[src/core/asq_map.vh]
// Constants for the sample sequencer control block
`ifndef ASQ_MAP_VH
`define ASQ_MAP_VH

// Trigger source codes, four bits per sequence
`define ASQ_TRIG_PROC      4'h0
`define ASQ_TRIG_CMP0      4'h1
`define ASQ_TRIG_CMP1      4'h2
`define ASQ_TRIG_CMP2      4'h3
`define ASQ_TRIG_EXT       4'h4
`define ASQ_TRIG_TIMER     4'h5
`define ASQ_TRIG_PWM0      4'h6
`define ASQ_TRIG_PWM1      4'h7
`define ASQ_TRIG_PWM2      4'h8
`define ASQ_TRIG_PWM3      4'h9
`define ASQ_TRIG_ALWAYS    4'ha

// Samples taken per run of each sequence
`define ASQ_DEPTH_SEQ0     4'h8
`define ASQ_DEPTH_SEQ1     4'h4
`define ASQ_DEPTH_SEQ2     4'h4
`define ASQ_DEPTH_SEQ3     4'h1

// Reference selection codes
`define ASQ_REF_INTERNAL   1'b0
`define ASQ_REF_EXTERNAL   1'b1

// Cycles per 22.5 degree phase step
`define ASQ_PHASE_STEP_CYC 8'h01

// Output FIFO shape
`define ASQ_FIFO_DEPTH     8
`define ASQ_FIFO_AW        3
`define ASQ_DATA_W         12

`endif

[src/core/asq_sequencer_ctrl.v]
// Sample sequencer control: triggers, priority, FIFOs, overflow
`timescale 1ns/100ps
`include "asq_map.vh"
module asq_sequencer_ctrl #(
    parameter       DATA_W     = `ASQ_DATA_W,      // Sample width
    parameter [7:0] PHASE_STEP = `ASQ_PHASE_STEP_CYC // Cycles per step
) (
    input  wire              ref_clk_in,         // System clock
    input  wire              reset_in,           // Sync reset, high
    input  wire [3:0]        seq_enable_in,      // Enable per sequence
    input  wire [15:0]       seq_trig_sel_in,    // Source, 4 bits each
    input  wire [7:0]        seq_prio_in,        // Priority, 2 bits each
    input  wire [3:0]        phase_delay_in,     // Steps of 22.5 deg
    input  wire              ref_sel_in,         // Reference request
    output wire              ref_sel_out,        // Reference in effect
    output wire              int_ref_en_out,     // Internal 3V ref on
    input  wire              proc_trig_in,       // Processor trigger
    input  wire [1:0]        proc_trig_seq_in,   // Target sequence
    input  wire              proc_trig_wait_in,  // Wait option
    input  wire              proc_trig_signal_in,// Signal option
    input  wire              sync_release_in,    // Signal from peer
    output wire              sync_signal_out,    // Signal to peers
    input  wire [2:0]        analog_cmp_trig_in, // Comparator events
    input  wire              ext_trig_pin_in,    // Dedicated trigger pin
    input  wire              timer_trig_in,      // Timer event
    input  wire [3:0]        pwm_gen_trig_in,    // PWM generator events
    output wire              conv_req_out,       // Sample request
    output wire [1:0]        conv_seq_out,       // Sequence sampling
    output wire [2:0]        conv_step_out,      // Step in sequence
    input  wire              conv_ack_in,        // Sample done pulse
    input  wire [DATA_W-1:0] conv_data_in,       // Sample value
    input  wire [3:0]        rd_ready_in,        // Reader pops word
    output wire [3:0]        rd_valid_out,       // Word available
    output wire [4*DATA_W-1:0] rd_data_out,      // Oldest words
    output wire [15:0]       fill_count_out,     // Words held, 4 each
    output wire [3:0]        overflow_out,       // Sticky overflow
    input  wire [3:0]        overflow_clr_in,    // Clear overflow
    output wire [3:0]        seq_busy_out        // Sequence running
);
    // Sequencer states
    localparam [1:0] ST_IDLE   = 2'b00;
    localparam [1:0] ST_DELAY  = 2'b01;
    localparam [1:0] ST_SAMPLE = 2'b10;

    reg  [1:0]  state_ff;     // Current state
    reg  [1:0]  nxt_state;    // Next state
    reg  [1:0]  cur_seq_ff;   // Sequence being run
    reg  [1:0]  nxt_cur_seq;  // Next sequence
    reg  [11:0] dly_cnt_ff;   // Phase delay countdown
    reg  [11:0] nxt_dly_cnt;  // Next countdown
    reg  [3:0]  smp_cnt_ff;   // Samples taken this run
    reg  [3:0]  nxt_smp_cnt;  // Next sample count
    reg  [3:0]  pend_ff;      // Edge trigger waiting per sequence
    reg  [3:0]  nxt_pend;     // Next pending
    reg  [3:0]  wait_ff;      // Held wait-option trigger
    reg  [3:0]  nxt_wait;     // Next held trigger
    reg  [3:0]  ovf_ff;       // Sticky overflow
    reg  [3:0]  nxt_ovf;      // Next overflow
    reg         ref_ff;       // Reference selection
    reg         sig_ff;       // Signal pulse to peers
    reg         win_ok;       // A sequence is ready to launch
    reg  [1:0]  win_idx;      // Winning sequence
    integer     p;            // Priority loop index
    integer     s;            // Sequence loop index
    integer     f;            // Flag loop index

    wire        ext_evt;      // Synchronised pin edge
    wire [3:0]  src_evt;      // Selected trigger event per sequence
    wire [3:0]  is_always;    // Sequence uses continuous trigger
    wire [3:0]  is_proc;      // Sequence uses processor trigger
    wire [3:0]  ready_vec;    // Sequence may be launched
    wire [3:0]  launch;       // Sequence launches this cycle
    wire [3:0]  hit;          // Trigger counted for overflow
    wire [3:0]  fifo_wr_rdy;  // FIFO has room
    wire [3:0]  fifo_wr_val;  // FIFO write strobe
    wire [11:0] dly_total;    // Full phase delay in cycles
    wire        smp_take;     // Sample accepted this cycle

    // Pin passes two flops before edge detect
    asq_pin_sync u_ext_sync (
        .ref_clk_in (ref_clk_in),
        .reset_in   (reset_in),
        .pin_in     (ext_trig_pin_in),
        .rise_out   (ext_evt)
    );

    // Samples per run for a sequence index
    function [3:0] seq_depth;
        input [1:0] idx;
        begin
            case (idx)
                2'b00:   seq_depth = `ASQ_DEPTH_SEQ0;
                2'b01:   seq_depth = `ASQ_DEPTH_SEQ1;
                2'b10:   seq_depth = `ASQ_DEPTH_SEQ2;
                default: seq_depth = `ASQ_DEPTH_SEQ3;
            endcase
        end
    endfunction

    // Event of the selected source every source is an
    // argument so the caller's assignment follows each event
    function trig_pick;
        input [3:0] sel;
        input       proc_evt;
        input       launch_evt;
        input [2:0] cmp_evt;
        input       pin_evt;
        input       tmr_evt;
        input [3:0] pwm_evt;
        begin
            case (sel)
                `ASQ_TRIG_PROC:   trig_pick = proc_evt;
                `ASQ_TRIG_CMP0:   trig_pick = cmp_evt[0];
                `ASQ_TRIG_CMP1:   trig_pick = cmp_evt[1];
                `ASQ_TRIG_CMP2:   trig_pick = cmp_evt[2];
                `ASQ_TRIG_EXT:    trig_pick = pin_evt;
                `ASQ_TRIG_TIMER:  trig_pick = tmr_evt;
                `ASQ_TRIG_PWM0:   trig_pick = pwm_evt[0];
                `ASQ_TRIG_PWM1:   trig_pick = pwm_evt[1];
                `ASQ_TRIG_PWM2:   trig_pick = pwm_evt[2];
                `ASQ_TRIG_PWM3:   trig_pick = pwm_evt[3];
                `ASQ_TRIG_ALWAYS: trig_pick = launch_evt;
                default:          trig_pick = 1'b0;
            endcase
        end
    endfunction

    // Per-sequence trigger decode and output FIFO
    genvar g;
    generate
        for (g = 0; g < 4; g = g + 1) begin : g_seq
            wire [3:0] sel = seq_trig_sel_in[4*g+3:4*g];
            wire       hit_now = proc_trig_in &&
                       (proc_trig_seq_in == g[1:0]) && is_proc[g];
            // Immediate or released processor trigger
            wire       proc_evt = (hit_now & ~proc_trig_wait_in) |
                       (wait_ff[g] & sync_release_in);
            wire [3:0] cnt;

            assign is_always[g] = (sel == `ASQ_TRIG_ALWAYS);
            assign is_proc[g]   = (sel == `ASQ_TRIG_PROC);
            assign src_evt[g]   = trig_pick(sel, proc_evt, launch[g],
                                  analog_cmp_trig_in, ext_evt,
                                  timer_trig_in, pwm_gen_trig_in);
            // Continuous source is ready whenever enabled
            assign ready_vec[g] = seq_enable_in[g] &
                                  (pend_ff[g] | is_always[g]);
            assign launch[g]    = win_ok & (win_idx == g[1:0]) &
                                  (state_ff == ST_IDLE);
            assign hit[g]       = seq_enable_in[g] & src_evt[g];
            assign fifo_wr_val[g] = smp_take & (cur_seq_ff == g[1:0]);
            assign seq_busy_out[g] = (state_ff != ST_IDLE) &
                                     (cur_seq_ff == g[1:0]);
            assign fill_count_out[4*g+3:4*g] = cnt;

            // Each sequence owns a FIFO, readable at once
            asq_fifo #(
                .W     (DATA_W),
                .DEPTH (`ASQ_FIFO_DEPTH),
                .AW    (`ASQ_FIFO_AW)
            ) u_fifo (
                .ref_clk_in   (ref_clk_in),
                .reset_in     (reset_in),
                .wr_valid_in  (fifo_wr_val[g]),
                .wr_ready_out (fifo_wr_rdy[g]),
                .wr_data_in   (conv_data_in),
                .rd_valid_out (rd_valid_out[g]),
                .rd_ready_in  (rd_ready_in[g]),
                .rd_data_out  (rd_data_out[DATA_W*g+DATA_W-1:DATA_W*g]),
                .count_out    (cnt)
            );
        end
    endgenerate

    // Lowest priority number wins; ties fall to lower index
    always @* begin
        win_ok  = 1'b0;
        win_idx = 2'b00;
        for (p = 3; p >= 0; p = p - 1) begin
            for (s = 3; s >= 0; s = s - 1) begin
                if (ready_vec[s] &&
                    seq_prio_in[2*s+:2] == p[1:0]) begin
                    win_ok  = 1'b1;
                    win_idx = s[1:0];
                end
            end
        end
    end

    // Phase delay shared by every sequence
    assign dly_total = phase_delay_in * PHASE_STEP;

    // Sample accepted only when its FIFO has room
    assign smp_take = conv_req_out & conv_ack_in;
    assign conv_req_out = (state_ff == ST_SAMPLE) &
                          seq_enable_in[cur_seq_ff] &
                          fifo_wr_rdy[cur_seq_ff];
    assign conv_seq_out  = cur_seq_ff;
    assign conv_step_out = smp_cnt_ff[2:0];

    // Run state machine
    always @* begin
        nxt_state   = state_ff;
        nxt_cur_seq = cur_seq_ff;
        nxt_dly_cnt = dly_cnt_ff;
        nxt_smp_cnt = smp_cnt_ff;
        case (state_ff)
            ST_IDLE: begin
                // Start the winner on its trigger
                if (win_ok) begin
                    nxt_cur_seq = win_idx;
                    nxt_smp_cnt = 4'h0;
                    if (dly_total == 12'h000) begin
                        nxt_state = ST_SAMPLE;
                    end else begin
                        nxt_state   = ST_DELAY;
                        nxt_dly_cnt = dly_total - 12'h001;
                    end
                end
            end
            ST_DELAY: begin
                // Abort if disabled mid-run
                if (!seq_enable_in[cur_seq_ff]) begin
                    nxt_state = ST_IDLE;
                end else if (dly_cnt_ff == 12'h000) begin
                    nxt_state = ST_SAMPLE;
                end else begin
                    nxt_dly_cnt = dly_cnt_ff - 12'h001;
                end
            end
            ST_SAMPLE: begin
                if (!seq_enable_in[cur_seq_ff]) begin
                    nxt_state = ST_IDLE;
                end else if (smp_take) begin
                    nxt_smp_cnt = smp_cnt_ff + 4'h1;
                    // Stop after the sequence depth
                    if (smp_cnt_ff + 4'h1 == seq_depth(cur_seq_ff)) begin
                        nxt_state = ST_IDLE;
                    end
                end
            end
            default: begin
                nxt_state = ST_IDLE;
            end
        endcase
    end

    // Pending, wait and overflow flags
    always @* begin
        for (f = 0; f < 4; f = f + 1) begin
            // Edge triggers remembered until launch; set wins
            if (!seq_enable_in[f]) begin
                nxt_pend[f] = 1'b0;
            end else if (hit[f] && !is_always[f]) begin
                nxt_pend[f] = 1'b1;
            end else if (launch[f]) begin
                nxt_pend[f] = 1'b0;
            end else begin
                nxt_pend[f] = pend_ff[f];
            end
            // Wait option parks the trigger until released
            if (!seq_enable_in[f] || !is_proc[f]) begin
                nxt_wait[f] = 1'b0;
            end else if (proc_trig_in && proc_trig_wait_in &&
                         proc_trig_seq_in == f[1:0]) begin
                nxt_wait[f] = 1'b1;
            end else if (sync_release_in) begin
                nxt_wait[f] = 1'b0;
            end else begin
                nxt_wait[f] = wait_ff[f];
            end
            // Trigger with unread data sets overflow; set wins
            if (hit[f] && fill_count_out[4*f+:4] != 4'h0) begin
                nxt_ovf[f] = 1'b1;
            end else if (overflow_clr_in[f]) begin
                nxt_ovf[f] = 1'b0;
            end else begin
                nxt_ovf[f] = ovf_ff[f];
            end
        end
    end

    // State registers
    always @(posedge ref_clk_in) begin
        if (reset_in) begin
            state_ff   <= ST_IDLE;
            cur_seq_ff <= 2'b00;
            dly_cnt_ff <= 12'h000;
            smp_cnt_ff <= 4'h0;
            pend_ff    <= 4'h0;
            wait_ff    <= 4'h0;
            ovf_ff     <= 4'h0;
            ref_ff     <= `ASQ_REF_INTERNAL;
            sig_ff     <= 1'b0;
        end else begin
            state_ff   <= nxt_state;
            cur_seq_ff <= nxt_cur_seq;
            dly_cnt_ff <= nxt_dly_cnt;
            smp_cnt_ff <= nxt_smp_cnt;
            pend_ff    <= nxt_pend;
            wait_ff    <= nxt_wait;
            ovf_ff     <= nxt_ovf;
            // Reference selection follows the request
            ref_ff     <= ref_sel_in;
            // Signal option tells peer modules to start
            sig_ff     <= proc_trig_in & proc_trig_signal_in;
        end
    end

    // Status and reference read-back
    assign overflow_out    = ovf_ff;
    assign ref_sel_out     = ref_ff;
    assign int_ref_en_out  = (ref_ff == `ASQ_REF_INTERNAL);
    assign sync_signal_out = sig_ff;
endmodule // asq_sequencer_ctrl

[src/core/asq_pin_sync.v]
// Two-flop pin synchroniser with rising edge pulse
`timescale 1ns/100ps
module asq_pin_sync (
    input  wire ref_clk_in,   // System clock
    input  wire reset_in,     // Synchronous reset, active high
    input  wire pin_in,       // Asynchronous pin level
    output wire rise_out      // One-cycle pulse on rising edge
);
    reg meta_ff;   // First stage, read only by second stage
    reg sync_ff;   // Second stage, safe level
    reg prev_ff;   // Previous safe level for edge detect

    // Shift the pin through the synchroniser
    always @(posedge ref_clk_in) begin
        if (reset_in) begin
            meta_ff <= 1'b0;
            sync_ff <= 1'b0;
            prev_ff <= 1'b0;
        end else begin
            meta_ff <= pin_in;
            sync_ff <= meta_ff;
            prev_ff <= sync_ff;
        end
    end

    // Edge seen only on the settled stages
    assign rise_out = sync_ff & ~prev_ff;
endmodule // asq_pin_sync

[src/core/asq_fifo.v]
// Parameterised sample FIFO with valid/ready on both sides
`timescale 1ns/100ps
module asq_fifo #(
    parameter W     = 12,   // Word width
    parameter DEPTH = 8,    // Number of words
    parameter AW    = 3     // Pointer width, log2 of DEPTH
) (
    input  wire          ref_clk_in,  // System clock
    input  wire          reset_in,    // Synchronous reset, active high
    input  wire          wr_valid_in, // Write word offered
    output wire          wr_ready_out,// Room for a word
    input  wire [W-1:0]  wr_data_in,  // Word to store
    output wire          rd_valid_out,// Word available
    input  wire          rd_ready_in, // Reader takes the word
    output wire [W-1:0]  rd_data_out, // Oldest word
    output wire [AW:0]   count_out    // Words held
);
    reg [W-1:0] mem [0:DEPTH-1];  // Storage
    reg [AW-1:0] wp_ff;           // Write pointer
    reg [AW-1:0] rp_ff;           // Read pointer
    reg [AW:0]   cnt_ff;          // Fill level

    wire do_wr = wr_valid_in & wr_ready_out;  // Accepted write
    wire do_rd = rd_valid_out & rd_ready_in;  // Accepted read

    assign wr_ready_out = (cnt_ff != DEPTH[AW:0]);
    assign rd_valid_out = (cnt_ff != {(AW+1){1'b0}});
    assign rd_data_out  = mem[rp_ff];
    assign count_out    = cnt_ff;

    // Storage write, no reset needed for data
    always @(posedge ref_clk_in) begin
        if (do_wr) begin
            mem[wp_ff] <= wr_data_in;
        end
    end

    // Pointers and fill level
    always @(posedge ref_clk_in) begin
        if (reset_in) begin
            wp_ff  <= {AW{1'b0}};
            rp_ff  <= {AW{1'b0}};
            cnt_ff <= {(AW+1){1'b0}};
        end else begin
            if (do_wr) begin
                wp_ff <= (wp_ff == DEPTH[AW-1:0] - 1'b1) ?
                         {AW{1'b0}} : wp_ff + 1'b1;
            end
            if (do_rd) begin
                rp_ff <= (rp_ff == DEPTH[AW-1:0] - 1'b1) ?
                         {AW{1'b0}} : rp_ff + 1'b1;
            end
            if (do_wr & ~do_rd) begin
                cnt_ff <= cnt_ff + 1'b1;
            end else if (do_rd & ~do_wr) begin
                cnt_ff <= cnt_ff - 1'b1;
            end
        end
    end
endmodule // asq_fifo

[config.mk]
export PLATFORM = sky130hd
export DESIGN_NAME = asq_sequencer_ctrl
export DESIGN_NICKNAME = d
export VERILOG_FILES = /design/src/core/asq_sequencer_ctrl.v /design/src/core/asq_pin_sync.v /design/src/core/asq_fifo.v
export VERILOG_INCLUDE_DIRS = /design/src /design/src/core
export SDC_FILE = /design/constraint.sdc
export NUM_CORES = 1
export LEC_CHECK = 0
export BUFFER_PORTS_ARGS = -buffer_cell sky130_fd_sc_hd__buf_4
export CAP_MARGIN = 30
export CORE_MARGIN = 3
export CORE_UTILIZATION = 41
export CTS_CLUSTER_DIAMETER = 40
export CTS_CLUSTER_SIZE = 40
export DETAILED_ROUTE_END_ITERATION = 7
export PLACE_DENSITY = 0.67
export REMOVE_ABC_BUFFERS = 1
export SYNTH_ARGS = -nofsm -noshare
export SYNTH_HDL_FRONTEND = slang
export SYNTH_SLANG_ARGS = --single-unit
[constraint.sdc]
create_clock -name ref_clk_in -period 4.5 [get_ports ref_clk_in]
set_input_delay 0.9 -clock ref_clk_in [delete_from_list [all_inputs] [get_ports ref_clk_in]]
set_output_delay 0.9 -clock ref_clk_in [all_outputs]
set_load 0.02 [all_outputs]
Word level (Yosys, flattened, before mapping)
Memory sizes are Yosys's and may differ from the RTL's. A register that Yosys moved wholly into a read port is not among the register bits.
Index checks and enable logic that the tools add are counted.
{"block": "op_classes", "reduce_logical": 103, "n_lt_le_gt_ge": 1, "mux": 114, "n_bitwise": 76, "addsub": 19, "eq_ne": 85}
{"op": "$eq 4x3->1 const B", "count": 16}
{"op": "$mux 4", "count": 14}
{"op": "$and 1x1->1", "count": 53}
{"op": "$eq 4x4->1 const B", "count": 12}
{"op": "$mux 12", "count": 4}
{"op": "$mux 3", "count": 16}
{"op": "$mux 1", "count": 47}
{"op": "$mux 2", "count": 23}
{"op": "$pmux 1 s11", "count": 4}
{"op": "$reduce_bool 2->1", "count": 19}
{"op": "$logic_and 1x1->1", "count": 37}
{"op": "$eq 4x2->1 const B", "count": 8}
{"op": "$eq 2x2->1 const B", "count": 15}
{"op": "$add 3x1->3 const B", "count": 8}
{"op": "$eq 3x3->1 const B", "count": 8}
{"op": "$logic_not 12->1", "count": 2}
{"op": "$pmux 12 s2", "count": 1}
{"op": "$add 4x1->4 const B", "count": 5}
{"op": "$reduce_or 2->1", "count": 9}
{"op": "$eq 2x1->1 const B", "count": 8}
{"op": "$eq 4x1->1 const B", "count": 4}
{"op": "$logic_not 2->1", "count": 8}
{"op": "$logic_not 4->1", "count": 4}
{"op": "$ne 4x4->1 const B", "count": 4}
{"op": "20 further kinds", "count": 69}
{"block": "word_totals", "word_cells": 435, "n_memories": 4, "output_inout_bits": 85, "ramBits": 384, "in_bits": 71, "ff_bits": 77}
{"memory": "g_seq[0].u_fifo.mem", "depth": 8, "width": 12, "read_ports": 1, "rd_clocked_by_memory_dff": 1, "write_ports": 1, "line_no": "asq_fifo.v:18", "rtl": "reg [W-1:0] mem [0:DEPTH-1];"}
{"memory": "g_seq[1].u_fifo.mem", "depth": 8, "width": 12, "read_ports": 1, "rd_clocked_by_memory_dff": 1, "write_ports": 1, "line_no": "asq_fifo.v:18"}
{"memory": "g_seq[2].u_fifo.mem", "depth": 8, "width": 12, "read_ports": 1, "rd_clocked_by_memory_dff": 1, "write_ports": 1, "line_no": "asq_fifo.v:18"}
{"memory": "g_seq[3].u_fifo.mem", "depth": 8, "width": 12, "read_ports": 1, "rd_clocked_by_memory_dff": 1, "write_ports": 1, "line_no": "asq_fifo.v:18"}

Longest topological paths before layout
{"block": "depth", "depth_word": 27, "depth_mapped": 13, "depth_no_buf": 12}

Hierarchy
From an unflattened synthesis, not the netlist that was laid out.
{"block": "unflattened", "hier_cells": 1271, "area_unflattened_um2": 20638.5}
{"module": "asq_fifo", "n_inst": 4, "cells_each": 214, "area_each_um2": 4346.7, "seq_area_each_um2": 3143.0}
{"module": "asq_sequencer_ctrl", "n_inst": 1, "cells_each": 408, "area_each_um2": 3164.3, "seq_area_each_um2": 680.7}
{"module": "asq_pin_sync", "n_inst": 1, "cells_each": 7, "area_each_um2": 87.6, "seq_area_each_um2": 60.1}

Worst setup path after synthesis
No wires, ideal clock.
{"block": "synth_path", "path_kind": "input-to-reg", "from": "input port seq_enable_in[1]", "to": "register g_seq[0].u_fifo.cnt_ff[3]", "t_arrival_ns": 3.268, "setup_ns": 0.070, "path_slack_ns": 1.161, "path_buffers": 1, "stages": 13, "required_time_ns": 4.430, "path_cell_list": "mux4_2 nand3b_1 nor3b_2 and3b_1 buf_2 ha_1 inv_1 ha_1 a21o_1 a21oi_1 xnor2_1 or3_1 a21oi_1"}
{"block": "synth_via", "elab_chain_cells": 10, "word_cells_on_any_way": 12, "cone_classes": "3 x mux; 8 x bitwise; 1 x reduce/logical"}
{"item": "start, declared", "line_no": "asq_sequencer_ctrl.v:10", "rtl": "input wire [3:0] seq_enable_in,"}
{"item": "$bmux 1 s2 *", "line_no": "asq_sequencer_ctrl.v:196", "rtl": "seq_enable_in[cur_seq_ff] &"}
{"item": "$mux 1 (implied by the code) *", "line_no": "asq_sequencer_ctrl.v:196"}
{"item": "$and 1x1->1 *", "line_no": "asq_sequencer_ctrl.v:195", "rtl": "assign conv_req_out = (state_ff == ST_SAMPLE) &"}
{"item": "$and 1x1->1 *", "line_no": "asq_sequencer_ctrl.v:196"}
{"item": "$and 1x1->1 *", "line_no": "asq_sequencer_ctrl.v:194", "rtl": "assign smp_take = conv_req_out & conv_ack_in;"}
{"item": "$and 1x1->1 *", "line_no": "asq_sequencer_ctrl.v:151", "rtl": "assign fifo_wr_val[g] = smp_take & (cur_seq_ff == g[1:0]);"}
{"item": "$and 1x1->1 *", "line_no": "asq_fifo.v:23", "rtl": "wire do_wr = wr_valid_in & wr_ready_out;"}
{"item": "net g_seq[0].u_fifo.do_wr", "line_no": "asq_fifo.v:23"}
{"item": "$not 1->1", "line_no": "asq_fifo.v:55", "rtl": "end else if (do_rd & ~do_wr) begin"}
{"item": "$and 1x1->1", "line_no": "asq_fifo.v:55"}
{"item": "$reduce_bool 2->1 (no source line)"}
{"item": "end signal, assigned", "line_no": "asq_fifo.v:43", "rtl": "cnt_ff <= {(AW+1){1'b0}};"}
{"item": "end signal, assigned", "line_no": "asq_fifo.v:54", "rtl": "cnt_ff <= cnt_ff + 1'b1;"}
{"item": "end signal, assigned", "line_no": "asq_fifo.v:56", "rtl": "cnt_ff <= cnt_ff - 1'b1;"}
{"item": "end, declared", "line_no": "asq_fifo.v:21", "rtl": "reg [AW:0] cnt_ff;"}
The timed path passes the listed nets; every way through them passes the cells marked *. The select of a mux whose other input is x is not followed.
A chain may end at the register's enable or synchronous reset.

Final worst setup path
{"block": "layout_path", "from": "register g_seq[1].u_fifo.cnt_ff[1]", "to": "register g_seq[1].u_fifo.cnt_ff[3]"}
{"block": "layout_via", "elab_chain_cells": 10, "word_cells_on_any_way": 18, "cone_classes": "2 x add/sub; 1 x eq/ne; 4 x mux; 9 x bitwise; 2 x reduce/logical"}
{"item": "start, declared", "line_no": "asq_fifo.v:21"}
{"item": "start signal, assigned", "line_no": "asq_fifo.v:43"}
{"item": "start signal, assigned", "line_no": "asq_fifo.v:54"}
{"item": "start signal, assigned", "line_no": "asq_fifo.v:56"}
{"item": "$ne 4x4->1", "line_no": "asq_fifo.v:26", "rtl": "assign wr_ready_out = (cnt_ff != DEPTH[AW:0]);"}
{"item": "$bmux 1 s2", "line_no": "asq_sequencer_ctrl.v:197", "rtl": "fifo_wr_rdy[cur_seq_ff];"}
{"item": "$mux 1 (implied by the code)", "line_no": "asq_sequencer_ctrl.v:197"}
{"item": "$and 1x1->1", "line_no": "asq_sequencer_ctrl.v:196"}
{"item": "$and 1x1->1", "line_no": "asq_sequencer_ctrl.v:194"}
{"item": "$and 1x1->1", "line_no": "asq_sequencer_ctrl.v:151"}
{"item": "$and 1x1->1", "line_no": "asq_fifo.v:23"}
{"item": "$not 1->1", "line_no": "asq_fifo.v:55"}
{"item": "$and 1x1->1", "line_no": "asq_fifo.v:55"}
{"item": "$reduce_bool 2->1 (no source line)"}
Parallel ways exist; a longest one is shown, timed or not. The select of a mux whose other input is x is not followed.

==> summary.txt <==
Tightest Pin Transition - 0.969 ns
Critical Path Start Type - flip-flop
Die area - 51500 sq um
Final net count - 1553
Share of the yosys chip area belonging to registers - 66.5%
Clk_skew - 0.0346 ns
EDFF count, synth - 384
Clock Latency Late Sink - 0.61 ns
Cell area after synthesis - 20000 sq um
Mux share of post-synthesis cell area - 15.1%
Setup TNS - 0 ns
Hold Fails Final Rpt - 0
Synth Area in Compound Gates - 5.34%
IO buf count - 155
Area delta synth->final - 20.1%
Antenna violations before repair - 0
Final setup violation count - 0
Req. time, crit path - 5.04 ns
# placed instances - 1997
Final wirelength - 44.7 mm
Synth Flop Type - edfxtp_1
Critical path capture point type - flip-flop
Fin crit period - 3.66 ns
Number of cell rows - 80
Fin. max-slew vios - 0
Reg clk slew, reported paths - 0.06 ns
Share of post-route cells with drive strength above 1 - 31.3%
Hold Path Class - flip-flop to flip-flop
Post-route insts no fill - 2103
Adder-Cell Fraction of Synth Area - 2.77%
DPL Wire Length - 28.1 mm
YS warnings - 0
Yosys top cell area share - 57.6%
CP max FO - 8
Drt drc - 0
Inserted Diodes - 0
Area contributors post-synth - edfxtp_1, mux4_2, dfxtp_1
Largest family of logic cells by synthesized area - multiplexers
Leading area contributor after synthesis - edfxtp_1
Max Cap Violations - 0
WL per Instance - 21.2 um
Starting Density - 41.7%
Syn avg cell area - 16.1 sq um
Io pins - 156
Largest stage delay, worst path - 0.52 ns
Setup repair bufs after CTS - 0
Number of global-route vias before repair - 11800
Hold Buf Count CTS - 0
CP bufs+invs - 1
Cell breakdown of the critical path - nor4b_1 > mux4_2 > nor3b_2 > and3b_1 > ha_1 > inv_1 > ha_1 > a21o_1 > a21oi_1 > xnor2_1 > or3_1 > a21oi_1
First-pass GRT wire length - 68.6 mm
Core Region - 48000 sq um
Period utilisation layout - 81.2%
Leak pwr - 0.00821 uW
Simple-Gate Fraction of Synth Area - 7.55%
RSZ-0062 raised after global routing - false
Post-Synth XOR/XNOR Area - 0.831%
Total GRT Usage - 17.4%
Antenna-violating nets left - 0
Rel. slew slack - 35.3%
Clock root cell - clkbuf_16
Die W - 227 um
Max Freq - 274 MHz
Synth Instances - 1247
Fill cells - 3985
Netlist cell types - 72
CTS Buf Count - 56
Die height - 227 um
Peak supply drop - 0.295 mV
H-tree levels - 2
CTS max path bufs - 3
Crit path kind - flip-flop to flip-flop
Largest net degree at the start of global routing - 70
DR iter-0 viols - 939
Power density over the cells - 506 nW/um^2
Vias - 11500
Critical path's slowest cell - mux4_2
CTS tree - done
Routability congestion estimate - 0.875
Clk sink count - 473
TritonRoute pass-1 iters - 5
Ys async rst share - 0%
Worst EP arrival - 4.19 ns
Number of synthesized register bits - 473
Delay-heaviest family, CP - simple AND/OR/NAND/NOR gates
Outcome - complete, no violations
GRT Residual Overflow - 0
Number of vias per cell - 5.46
Post-CTS sizing - 0
## layout by cell type, fill, tap and decap left out, types with 13 or more instances in the layout
cell | Yosys | final
a21oi_1 | 56 | 56
buf_4 | 10 | 193
clkbuf_16 | 0 | 56
dfxtp_1 | 89 | 88
edfxtp_1 | 384 | 384
ha_1 | 38 | 38
inv_1 | 25 | 25
mux2_2 | 48 | 48
mux2i_1 | 25 | 25
mux4_2 | 99 | 99
nand2_1 | 50 | 50
nand2b_1 | 21 | 21
nand3_1 | 13 | 13
nor2_1 | 97 | 97
nor2b_1 | 19 | 19
nor3_1 | 23 | 18
o21ai_0 | 38 | 38
xnor2_1 | 14 | 14
## sequential cells by signal (all words and copies together), names as in the netlist, 4 cells and up, named ones only
signal and cells:
pend_ff 4, smp_cnt_ff 4, g_seq.u_fifo.mem 384, g_seq.u_fifo.count_out 16, g_seq.u_fifo.wp_ff 12, wait_ff 4
dly_cnt_ff 12, g_seq.u_fifo.rp_ff 12, overflow_out 4
## final timing paths
| path | startpoint | cells after the start | to | slack (ns) |
|---|---|---|---|---|
| max reg2reg | g_seq[1].u_fifo.count_out[1]$_SDFFE_PP0P_ | 12 | g_seq[1].u_fifo.count_out[3]$_SDFFE_PP0P_ | 0.84 |
| max | g_seq[1].u_fifo.count_out[1]$_SDFFE_PP0P_ | 12 | g_seq[1].u_fifo.count_out[3]$_SDFFE_PP0P_ | 0.84 |
| min | u_ext_sync.meta_ff$_SDFF_PP0_ | 1 | u_ext_sync.sync_ff$_SDFF_PP0_ | 0.43 |
| min reg2reg | u_ext_sync.meta_ff$_SDFF_PP0_ | 1 | u_ext_sync.sync_ff$_SDFF_PP0_ | 0.43 |
## cell usage after synthesis (7+ instances only)
master / n
nor2b_1: 19
o21ai_0: 38
inv_1: 25
buf_2: 15
a21oi_1: 56
mux4_2: 99
ha_1: 38
nand3b_1: 8
clkbuf_1: 29
nor3_1: 23
mux2i_1: 25
nor4_1: 7
edfxtp_1: 384
xnor2_1: 14
nand2b_1: 21
nand2_1: 50
nor2_1: 97
a211oi_1: 7
buf_4: 10
nand3_1: 13
mux2_2: 48
dfxtp_1: 89
## per-layer routing
layer	GRT usage (%)	up-vias	routed length [um]
met4	4.29	0	838
li1	-	5303	-
met1	23.1	5820	18800
met2	29.4	304	22200
met5	0	-	0
met3	3.97	56	2760
## worst register-to-register path: cells and delay by family (launching register included)
| family | cells | cell delay (ns) |
|---|---|---|
| muxes | 1 | 0.52 |
| buffers and inverters | 1 | 0.09 |
| AOI/OAI and AO/OA | 3 | 0.49 |
| and+or+nand+nor | 4 | 1.39 |
| adders and majority gates | 2 | 0.55 |
| xor gates and xnor gates | 1 | 0.09 |
| DFF | 1 | 0.45 |
## through the flow
stage                     setup WS, ns  power (uW)  instance area [sq um]  hold WS, ns  utilization, %
after floorplan                   1.14        6580                  19700        0.414               -
after global placement           0.598        7430                  22000        0.434            45.7
after detailed placement         0.487        7470                  22000        0.436            45.8
after CTS                        0.823       12300                  24100        0.446            50.1
after global routing             0.556       12700                  24100        0.481            50.1
final                            0.844       12200                  24100        0.434            50.1
## where the power goes
part	switching [uW]	leakage, uW	total (uW)	internal [uW]
Sequential	169	0.00417	5000	4830
Combinational	1230	0.00305	2340	1100
Clock	1950	0.000986	4820	2870
## layout make-up
class                           count  area [sq um]  area share [%]
Inverter                           26          97.6           0.406
Multi-Input combinational cell    688          6350            26.4
Tap cell                          615           769            3.20
Clock inverter                     46           613            2.55
Clock buffer                       60          1440            5.97
Timing Repair Buffer              195          1470            6.12
Sequential cell                   473         13300            55.4
## kinds of logic after synthesis
logic type      after synthesis
flops                       473
buf+inv                      86
fa+ha+maj                    42
simple gates                290
mux                         172
xor+xnor                     19
compound gates              165
Power figures use the tool's default switching activity.
